### src/rlsr_pkg.sv
// Package for the radio link setup register group: offsets, field layouts, reset values, timing.
// Assumes a single 250 MHz system clock shared with the SPI command decoder that drives it.
package rlsr_pkg;
	localparam logic [7:0] ADDR_AW = 8'h03;
	localparam logic [7:0] ADDR_RETR = 8'h04;
	localparam logic [7:0] ADDR_CH = 8'h05;
	localparam logic [7:0] ADDR_RF = 8'h06;
	localparam logic [7:0] ADDR_OBSERVE = 8'h08;
	localparam logic [7:0] RST_AW = 8'h03;
	localparam logic [7:0] RST_RETR = 8'h03;
	localparam logic [7:0] RST_CH = 8'h02;
	localparam logic [7:0] RST_RF = 8'h0F;
	localparam logic [7:0] MASK_AW = 8'h03;
	localparam logic [7:0] MASK_CH = 8'h7F;
	localparam logic [7:0] MASK_RF = 8'hBE;
	localparam logic [1:0] AW_ILLEGAL = 2'h0;
	localparam logic [1:0] AW_3 = 2'h1;
	localparam logic [1:0] AW_4 = 2'h2;
	localparam logic [1:0] AW_5 = 2'h3;
	localparam int DELAY_STEP_US = 250;
	localparam int CLK_MHZ = 250;
	localparam int DELAY_STEP_CYC = DELAY_STEP_US * CLK_MHZ;
	localparam logic [3:0] CNT_MAX = 4'hF;
	typedef enum logic [1:0] {
		RLSR_RATE_1M = 2'b00,
		RLSR_RATE_2M = 2'b01,
		RLSR_RATE_250K = 2'b10
	} rlsr_rate_t;
	typedef struct packed {
		logic [2:0] addr_bytes;
		logic [3:0] retry_count;
		logic [3:0] delay_code;
		logic [6:0] channel;
		rlsr_rate_t rate;
		logic [1:0] power;
		logic pll_force;
		logic carrier_test;
	} rlsr_cfg_t;
	typedef struct packed {
		logic wr;
		logic rd;
		logic [7:0] addr;
		logic [7:0] wdata;
	} rlsr_req_t;
endpackage

### src/rlsr_regs.sv
// Radio link setup register group with decoded settings for the packet engine and RF front end.
// Assumes a same-clock SPI command decoder issuing one-cycle read and write strobes.
`timescale 1ns/1ns
// Behaviour
// - Address width code 01, 10 and 11 select 3, 4 and 5 byte addresses for receive and transmit, 00 is illegal.
// - Below 5 bytes only the low bytes of a stored address are used and the upper ones ignored.
// - The retransmit delay code n waits (n+1) times 250 us, up to 4000 us.
// - The delay runs from the end of one transmission to the start of the next attempt.
// - The retransmit count allows that many retries on a missed acknowledgement, zero disables them.
// - A seven-bit channel field picks the operating channel and bit 7 is reserved.
// - Rate bits 00, 01, 10 give 1 Mbps, 2 Mbps and 250 kbps, and 11 is reserved.
// - With the low-rate bit set the high-rate bit is ignored and the rate is 250 kbps.
// - A test bit forces the PLL lock indication.
// - The two-bit power field sets transmit power, 00 lowest and rising with the code.
// - The registers are reached through SPI read and write commands.
// - Every undefined bit reads as zero; radio setup bit 0 resets to one and reads one until that register is written.
// - Any write to the channel register clears the lost-packet counter.
module rlsr_regs #(
	parameter int STEP_CYC = rlsr_pkg::DELAY_STEP_CYC
)(
	input wire logic clk_sys,
	input wire logic rst_n,
	input rlsr_pkg::rlsr_req_t req,
	input wire logic tx_end,
	input wire logic ack_missed,
	input wire logic new_packet,
	input wire logic pll_locked_raw,
	output logic [7:0] rdata,
	output rlsr_pkg::rlsr_cfg_t cfg,
	output logic aw_illegal,
	output logic retry_now,
	output logic retries_exhausted,
	output logic pll_lock,
	output logic [3:0] lost_packet_counter,
	output logic [3:0] retry_counter
);
	logic [7:0] address_width_setup;
	logic [7:0] retransmit_setup;
	logic [7:0] radio_channel;
	logic [7:0] radio_setup;
	logic [7:0] next_rdata;
	logic delay_expired;
	logic retry_pending;
	logic [1:0] rate_bits;
	logic wr_aw;
	logic wr_retr;
	logic wr_ch;
	logic wr_rf;
	logic timer_start;

	// One decoded strobe per register keeps the store and the counter clear in step.
	assign wr_aw = req.wr && req.addr == rlsr_pkg::ADDR_AW;
	assign wr_retr = req.wr && req.addr == rlsr_pkg::ADDR_RETR;
	assign wr_ch = req.wr && req.addr == rlsr_pkg::ADDR_CH;
	assign wr_rf = req.wr && req.addr == rlsr_pkg::ADDR_RF;
	assign timer_start = tx_end && retry_pending;

	// Reserved bits are masked off on every write, so they read zero once written; radio setup bit 0 reads one from reset until then.
	always_ff @(posedge clk_sys or negedge rst_n)
	begin
		if (!rst_n)
			address_width_setup <= rlsr_pkg::RST_AW;
		else if (wr_aw)
			address_width_setup <= req.wdata & rlsr_pkg::MASK_AW;
	end

	always_ff @(posedge clk_sys or negedge rst_n)
	begin
		if (!rst_n)
			retransmit_setup <= rlsr_pkg::RST_RETR;
		else if (wr_retr)
			retransmit_setup <= req.wdata;
	end

	always_ff @(posedge clk_sys or negedge rst_n)
	begin
		if (!rst_n)
			radio_channel <= rlsr_pkg::RST_CH;
		else if (wr_ch)
			radio_channel <= req.wdata & rlsr_pkg::MASK_CH;
	end

	always_ff @(posedge clk_sys or negedge rst_n)
	begin
		if (!rst_n)
			radio_setup <= rlsr_pkg::RST_RF;
		else if (wr_rf)
			radio_setup <= req.wdata & rlsr_pkg::MASK_RF;
	end

	always_comb
	begin
		next_rdata = 8'h00;
		unique case (req.addr)
			rlsr_pkg::ADDR_AW: next_rdata = address_width_setup;
			rlsr_pkg::ADDR_RETR: next_rdata = retransmit_setup;
			rlsr_pkg::ADDR_CH: next_rdata = radio_channel;
			rlsr_pkg::ADDR_RF: next_rdata = radio_setup;
			rlsr_pkg::ADDR_OBSERVE: next_rdata = {lost_packet_counter, retry_counter};
			default: next_rdata = 8'h00;
		endcase
	end

	always_ff @(posedge clk_sys or negedge rst_n)
	begin
		if (!rst_n)
			rdata <= 8'h00;
		else if (req.rd)
			rdata <= next_rdata;
	end

	assign rate_bits = {radio_setup[5], radio_setup[3]};

	// An illegal width keeps the widest setting so no address byte is silently dropped.
	always_ff @(posedge clk_sys or negedge rst_n)
	begin
		if (!rst_n)
		begin
			cfg <= '0;
		end
		else
		begin
			unique case (address_width_setup[1:0])
				rlsr_pkg::AW_3: cfg.addr_bytes <= 3'h3;
				rlsr_pkg::AW_4: cfg.addr_bytes <= 3'h4;
				default: cfg.addr_bytes <= 3'h5;
			endcase
			cfg.delay_code <= retransmit_setup[7:4];
			cfg.retry_count <= retransmit_setup[3:0];
			cfg.channel <= radio_channel[6:0];
			// The reserved rate code 11 falls under the low-rate bit and gives 250 kbps.
			if (rate_bits[1])
				cfg.rate <= rlsr_pkg::RLSR_RATE_250K;
			else if (rate_bits[0])
				cfg.rate <= rlsr_pkg::RLSR_RATE_2M;
			else
				cfg.rate <= rlsr_pkg::RLSR_RATE_1M;
			cfg.power <= radio_setup[2:1];
			cfg.pll_force <= radio_setup[4];
			cfg.carrier_test <= radio_setup[7];
		end
	end

	// The flag only reports the illegal code; the width decode already falls back to five bytes.
	always_ff @(posedge clk_sys or negedge rst_n)
	begin
		if (!rst_n)
			aw_illegal <= 1'b0;
		else
			aw_illegal <= address_width_setup[1:0] == rlsr_pkg::AW_ILLEGAL;
	end

	// The force bit is ORed in so that a test can run the radio with the PLL still unlocked.
	always_ff @(posedge clk_sys or negedge rst_n)
	begin
		if (!rst_n)
			pll_lock <= 1'b0;
		else
			pll_lock <= pll_locked_raw | radio_setup[4];
	end

	// The timer is started only while a retry is pending, so a plain end of transmission starts nothing.
	rlsr_timer #(
		.STEP_CYC(STEP_CYC)
	) u_timer (
		.clk_sys(clk_sys),
		.rst_n(rst_n),
		.start(timer_start),
		.delay_code(retransmit_setup[7:4]),
		.expired(delay_expired)
	);

	// A retry is pending after a missed acknowledgement while retries remain.
	always_ff @(posedge clk_sys or negedge rst_n)
	begin
		if (!rst_n)
			retry_pending <= 1'b0;
		else if (new_packet)
			retry_pending <= 1'b0;
		else if (ack_missed)
			retry_pending <= retry_counter < retransmit_setup[3:0];
		else if (delay_expired)
			retry_pending <= 1'b0;
	end

	// A retry is issued at most once per missed acknowledgement, never from a stale pending flag.
	always_ff @(posedge clk_sys or negedge rst_n)
	begin
		if (!rst_n)
			retry_now <= 1'b0;
		else
			retry_now <= delay_expired && retry_pending;
	end

	// Exhaustion is flagged on the miss itself so the packet engine can give up at once.
	always_ff @(posedge clk_sys or negedge rst_n)
	begin
		if (!rst_n)
			retries_exhausted <= 1'b0;
		else
			retries_exhausted <= ack_missed && retry_counter >= retransmit_setup[3:0];
	end

	always_ff @(posedge clk_sys or negedge rst_n)
	begin
		if (!rst_n)
			retry_counter <= 4'h0;
		else if (new_packet)
			retry_counter <= 4'h0;
		else if (delay_expired && retry_pending && retry_counter != rlsr_pkg::CNT_MAX)
			retry_counter <= retry_counter + 4'h1;
	end

	// The channel write clear wins over a simultaneous loss, as the counter is reset on write.
	always_ff @(posedge clk_sys or negedge rst_n)
	begin
		if (!rst_n)
			lost_packet_counter <= 4'h0;
		else if (wr_ch)
			lost_packet_counter <= 4'h0;
		else if (ack_missed && retry_counter >= retransmit_setup[3:0]
			&& lost_packet_counter != rlsr_pkg::CNT_MAX)
			lost_packet_counter <= lost_packet_counter + 4'h1;
	end
endmodule

### src/rlsr_timer.sv
// Retransmit delay timer: counts whole 250 us steps from end of one transmission.
// Assumes start is a one-cycle pulse at the end of a transmission, on clk_sys.
`timescale 1ns/1ns
module rlsr_timer #(
	parameter int STEP_CYC = rlsr_pkg::DELAY_STEP_CYC
)(
	input wire logic clk_sys,
	input wire logic rst_n,
	input wire logic start,
	input wire logic [3:0] delay_code,
	output logic expired
);
	logic [$clog2(STEP_CYC)-1:0] tick_cnt;
	logic [4:0] steps_left;
	logic step_tick;
	assign step_tick = (tick_cnt == ($clog2(STEP_CYC))'(STEP_CYC - 1));
	always_ff @(posedge clk_sys or negedge rst_n)
	begin
		if (!rst_n)
			tick_cnt <= '0;
		else if (start || step_tick)
			tick_cnt <= '0;
		else if (steps_left != 5'h00)
			tick_cnt <= tick_cnt + 1'b1;
	end
	// Code n waits n+1 steps, so code 0 still gives one full step.
	always_ff @(posedge clk_sys or negedge rst_n)
	begin
		if (!rst_n)
			steps_left <= 5'h00;
		else if (start)
			steps_left <= {1'b0, delay_code} + 5'h01;
		else if (step_tick && steps_left != 5'h00)
			steps_left <= steps_left - 5'h01;
	end
	always_ff @(posedge clk_sys or negedge rst_n)
	begin
		if (!rst_n)
			expired <= 1'b0;
		else
			expired <= !start && step_tick && steps_left == 5'h01;
	end
endmodule

### config.mk
export PLATFORM = sky130hd
export DESIGN_NAME = rlsr_regs
export DESIGN_NICKNAME = d
export VERILOG_FILES = /design/src/rlsr_pkg.sv /design/src/rlsr_regs.sv /design/src/rlsr_timer.sv
export SDC_FILE = /design/constraint.sdc
export NUM_CORES = 1
export LEC_CHECK = 0
export ABC_AREA = 0
export BUFFER_PORTS_ARGS = -buffer_cell sky130_fd_sc_hd__buf_2
export CAP_MARGIN = 10
export CORE_AREA = 2 2 106 108
export CTS_BUF_LIST = sky130_fd_sc_hd__clkbuf_8
export DETAILED_ROUTE_END_ITERATION = 8
export DIE_AREA = 0 0 108 110
export GPL_ROUTABILITY_DRIVEN = 0
export GPL_TIMING_DRIVEN = 0
export PLACE_DENSITY = 0.57
export SLEW_MARGIN = 40
export SYNTH_ARGS = -nofsm -noshare
export SYNTH_HDL_FRONTEND = slang
export SYNTH_HIERARCHICAL = 1
export SYNTH_SLANG_ARGS = --single-unit
### constraint.sdc
create_clock -name clk_sys -period 2.7 [get_ports clk_sys]
set_clock_uncertainty 0.2 [all_clocks]
set_input_delay 0.27 -clock clk_sys [delete_from_list [all_inputs] [get_ports clk_sys]]
set_output_delay 0.27 -clock clk_sys [all_outputs]
set_load 0.02 [all_outputs]
; Yosys cells after proc, flatten, opt, wreduce, memory -nomap -nowiden
; Cells that the tools add are included.
[word_totals]
elab_cells = 78
regBits = 91
inputBits = 24
output_inout_bits = 44
[op_classes]
addsub = 5
eq_ne = 11
muxes = 15
order_cmp = 2
n_reduce_logical = 21
bitwise_logic = 1
[op_table]
columns = cell, n
row1 = 8-bit one-hot mux with 5 select lines, 1
row2 = 16-bit 2-to-1 mux, 2
row3 = "8-bit by 3-bit equality test with 1-bit output, second input constant", 3
row4 = "16-bit by 1-bit adder with 16-bit output, second input constant", 1
row5 = "16-bit equality test, second input constant", 1
row6 = 4-bit 2-to-1 mux, 4
row7 = 1-bit logical AND, 12
row8 = 5-bit 2-to-1 mux, 2
row9 = "4-bit by 1-bit adder with 4-bit output, second input constant", 2
row10 = "8-bit by 2-bit equality test with 1-bit output, second input constant", 1
row11 = "8-bit by 4-bit equality test with 1-bit output, second input constant", 1
row12 = "4-bit != test, second input constant", 2
row13 = 2-bit nonzero test, 4
row14 = 3-bit one-hot mux with 2 select lines, 1
row15 = "4-bit by 1-bit adder with 5-bit output, second input constant", 1
row16 = "5-bit by 1-bit equality test with 1-bit output, second input constant", 1
row17 = 5-bit nonzero test, 1
row18 = "5-bit by 1-bit subtractor with 5-bit output, second input constant", 1
row19 = 4-bit >= comparator, 1
row20 = 4-bit < comparator, 1
row21 = 1-bit 2-to-1 mux, 4
row22 = 3-bit nonzero test, 1
row23 = "2-bit by 1-bit equality test with 1-bit output, second input constant", 1
row24 = "2-bit equality test, second input constant", 1
row25 = 5 further kinds, 5

; Longest topological paths before layout
[depth]
word_depth = 5
mapped_depth = 7
depth_no_buf = 7

; Cells and area by module
; The synthesis kept the hierarchy.
[by_module_without_submodules]
columns = module, area_each_um2, cells_each, instances
row1 = rlsr_regs, 2869.0, 229, 1
row2 = rlsr_timer, 1307.5, 130, 1

; Worst setup path after synthesis
; No wires, ideal clock.
[synth_path]
path_kind = reg2reg
startpoint = register u_timer.tick_cnt[0]
endpoint = register u_timer.tick_cnt[10]
required_time_ns = 2.381
t_arrival_ns = 2.007
n_path_buf = 2
path_slack_ns = 0.374
period_less_slack_ns = 2.326
stages_incl_launch_ff = 8
path_cell_list = dfrtp_1 ha_1 or4bb_4 nor4_4 or2_1 buf_6 buf_12 nor2_2
[synth_between]
elab_chain_cells = 3
word_cells_on_any_way = 6
[synth_rtl]
columns = element, line_no
row1 = from (decl), rlsr_timer.sv:13  ; logic [$clog2(STEP_CYC)-1:0] tick_cnt;
row2 = from (signal assigned), rlsr_timer.sv:24  ; tick_cnt <= tick_cnt + 1'b1;
row3 = 16-bit by 1-bit adder with 16-bit output or 16-bit equality test (tied branches), "rlsr_timer.sv:24, rlsr_timer.sv:16"
row4 = 16-bit 2-to-1 mux or 1-bit logical OR (tied branches), "rlsr_timer.sv:23, rlsr_timer.sv:21"
row5 = 16-bit 2-to-1 mux or 2-bit nonzero test (tied branches), n/a
; Parallel ways exist; a longest one is shown, timed or not. The select of a mux whose other input is x is not followed.
; A chain may end at the register's enable or synchronous reset.

; Worst setup path in the final report
[layout_path]
startpoint = register u_timer.tick_cnt[1]
endpoint = register u_timer.steps_left[0]
[layout_between]
elab_chain_cells = 3
[layout_rtl]
columns = element, line_no
row1 = 16-bit equality test, rlsr_timer.sv:16  ; assign step_tick = (tick_cnt == ($clog2(STEP_CYC))'(STEP_CYC - 1));
row2 = 1-bit logical AND, rlsr_timer.sv:33  ; else if (step_tick && steps_left != 5'h00)
row3 = 2-bit nonzero test (no source line), n/a
row4 = to (signal assigned), rlsr_timer.sv:32  ; steps_left <= {1'b0, delay_code} + 5'h01;
row5 = to (signal assigned), rlsr_timer.sv:34  ; steps_left <= steps_left - 5'h01;
row6 = to (decl), rlsr_timer.sv:14  ; logic [4:0] steps_left;
; Every way passes these cells.

==> results.json <==
{
  "drc": 0,
  "crit_path_end_kind": "flop",
  "max_freq_ghz": 0.391,
  "clock_path_buffers": 2,
  "rr_endpoint": "u_timer/steps_left[0]",
  "fin_crit_sh": 0.947,
  "ys_top_cells_by_count": "82 x dfrtp_1, 23 x mux2_2, 23 x nand2_1",
  "wl_microns": 9470,
  "cts_sinks": 91,
  "grt_pass1_vias": 3059,
  "htree_levels": 3,
  "clk_latency_ns": 0.36,
  "yosysTopAreaCell": "dfrtp_1",
  "grt_overflow": 0,
  "worst_pin_slew_ns": 0.665,
  "setup_viol": 0,
  "num_vias": 3047,
  "fp-row-count": 38,
  "synth_top_cell_area_share": 0.491,
  "slew_viol_final": 0,
  "num_antenna_cells": 0,
  "reg2reg_depth": 6,
  "seq_area_frac_synth": 0.548,
  "ys_warn_count": 6,
  "port_buffers": 66,
  "place_inst": 566,
  "wl_per_cell_microns": 15.9,
  "cts.clk_slew.worst_paths_ns": 0.08,
  "irDropWorstVdd_uv": 336,
  "synth_edf_count": 0,
  "dr.first_iter.drc_count": 127,
  "avgSynthCellArea_sq_um": 11.6,
  "vias_per_cell": 5.11,
  "instances_no_fill": 596,
  "cp_max_fo": 7,
  "async_flop_share": 1.00,
  "cap_violations": 0,
  "fin_tns_setup_ns": 0,
  "core_sq_um": 10700,
  "grt_max_degree": 50,
  "final_util": 0.473,
  "start_kind": "flop",
  "internal_power_mw": 2.30,
  "pin_count": 68,
  "slew_headroom": 0.556,
  "synth.cell_area_sq_um": 4180,
  "fin_nets": 485,
  "dieArea_sq_um": 11900,
  "hold_viol_final": 0,
  "synth_most_common_cell": "dfrtp_1",
  "seqPwrFrac": 0.510,
  "nFillCells": 1010,
  "ant_nets": 0,
  "reg2reg_from": "u_timer/tick_cnt[1]",
  "syn_inst": 359,
  "syn_nets": 393,
  "drive_above_1_share": 0.331,
  "worstSetupPathType": "reg2reg",
  "critPathRequiredTime_ns": 2.75,
  "ys_ff_latch": 91,
  "cp-endpoint": "u_timer/steps_left[0]",
  "antenna_found_initial": 0,
  "hold_path_class": "in2reg",
  "crit_arrival_ns": 2.61,
  "ctsRootBufferMaster": "clkbuf_8",
  "yosys-top-cells-area": "dfrtp_1 49%, mux2_2 6.2%, dfstp_2 5.7%, ha_1 3.0%, mux2i_1 2.6%",
  "dp_hpwl_microns": 6600,
  "rrSetupSlack_ns": 0.14,
  "synthFlopType": "dfrtp_1",
  "syn_to_final_growth_pct": 21.2,
  "swShare": 0.315,
  "synthDistinctLibCells": 64,
  "cellPowerDensity_nw_per_um2": 663,
  "cellLeakagePower_nw": 2.34,
  "cts_tree": "yes",
  "numCtsBuffers": 9,
  "netSwitchingPower_mw": 1.06,
  "fp.dieH_microns": 110,
  "fin_crit_ns": 2.56,
  "crit_start": "u_timer/tick_cnt[1]",
  "fp.dieW_microns": 108,
  "grt_setup_unrepaired": "no",
  "track_usage": 0.174,
  "start_util": 0.390,
  "power.share.clock": 0.282,
  "grt_pass1_wl_microns": 15800,
  "firstDrtPassIters": 4,
  "comb_power_share": 0.208,
  "status": "finished, final reports clean"
}
[cell usage in the layout, fill, tap and decap left out, types with 7 or more instances in the layout]
cell | synthesis | routed
a21oi_1 | 12 | 12
buf_2 | 2 | 67
clkbuf_8 | 0 | 11
dfrtp_1 | 82 | 82
dfstp_2 | 9 | 9
dlygate4sd3_1 | 0 | 12
ha_1 | 10 | 10
inv_1 | 21 | 23
mux2_2 | 23 | 23
mux2i_1 | 11 | 11
nand2_1 | 23 | 23
nand3_1 | 13 | 13
nor2_1 | 21 | 21
nor2_2 | 10 | 10
o21ai_0 | 13 | 13
xnor2_1 | 9 | 9
xor2_1 | 7 | 7
[stage by stage]
step                      power, mW  hold WS [ns]  setup WS (ns)  cell area (sq um)
after floorplan                2.17        -0.226          0.374               4180
after global placement         2.39         0.196         0.0361               4680
after detailed placement       2.42        0.0605         0.0245               4710
after CTS                      3.40         0.175         0.0132               5040
after global routing           3.56         0.197         0.0100               5060
final                          3.36         0.196          0.143               5060
[layer usage]
metal  vias up  global-route usage  wire length [microns]
met5         -                   0                      0
met4         0              0.0705                    155
met3        12              0.0359                    419
met2        61               0.280                   4450
met1      1505               0.230                   4450
li1       1469                   -                      -
[worst max-delay path: stages, from the launching register on]
cell and delay (ns):
dfrtp_1 0.47, ha_1 0.31, or4bb_4 0.50, nor4_4 0.43, buf_4 0.21, a21oi_1 0.06, o31a_1 0.29
[power by group through the flow]
| stage | Sequential [mW] | Clock (mW) | Combinational [mW] |
|---|---|---|---|
| 6_report | 1.71 | 0.948 | 0.697 |
| 5_1_grt | 1.74 | 1.04 | 0.779 |
| 4_1_cts | 1.71 | 0.982 | 0.704 |
| 3_5_place_dp | 1.74 | 0 | 0.683 |
| 3_3_place_gp | 1.73 | 0 | 0.665 |
| 2_1_floorplan | 1.75 | 0 | 0.421 |
[flip-flops by register name, summed over array words and instances, names as in the netlist]
signal               cells
lost_packet_counter      4
radio_channel            7
radio_setup              7
address_width_setup      2
rdata                    8
pll_lock                 1
u_timer/expired          1
retry_pending            1
retry_counter            4
u_timer/tick_cnt        16
retries_exhausted        1
aw_illegal               1
cfg                     24
u_timer/steps_left       5
retransmit_setup         8
retry_now                1
[cell families after synthesis]
kind of cell | Yosys count | synth area share
xor gates and xnor gates | 16 | 0.0336
muxes | 34 | 0.0884
adders and majority gates | 10 | 0.0300
DFF | 91 | 0.548
and+or+nand+nor | 121 | 0.175
buffers and inverters | 31 | 0.0360
AOI/OAI and AO/OA | 56 | 0.0890
[timing repair]
action                                  in CTS  in global routing
resized for setup                            0                  1
setup buffers                                0                  2
hold buffers                                12                  0
hold endpoints to repair                    74                  0
endpoints found under the setup margin       0                 12
[how the worst min path moves through the flow]
| stage | end | cells past startpoint | start | slack (ns) |
|---|---|---|---|---|
| finish | radio_channel[0] | 3 | req[9] | 0.20 |
| global placement | cfg[9] | 0 | radio_channel[3] | 0.20 |
| floorplan | aw_illegal | 0 | rst_n | -0.23 |
| global route | radio_channel[0] | 3 | req[9] | 0.20 |
| CTS | address_width_setup[1] | 4 | req[17] | 0.18 |
| detailed placement | cfg[22] | 1 | rst_n | 0.06 |
[layout make-up]
type	instances	area (sq um)	share of cell area
flip-flops and latches	91	2290	0.452
multi-input cells	237	1750	0.346
repair buffers	81	492	0.0972
well taps	140	175	0.0346
clock buffers	11	151	0.0299
inverters	21	78.8	0.0156
plain buffers	10	71.3	0.0141
clock inverters	5	53.8	0.0106
Power figures use the tool's default switching activity.
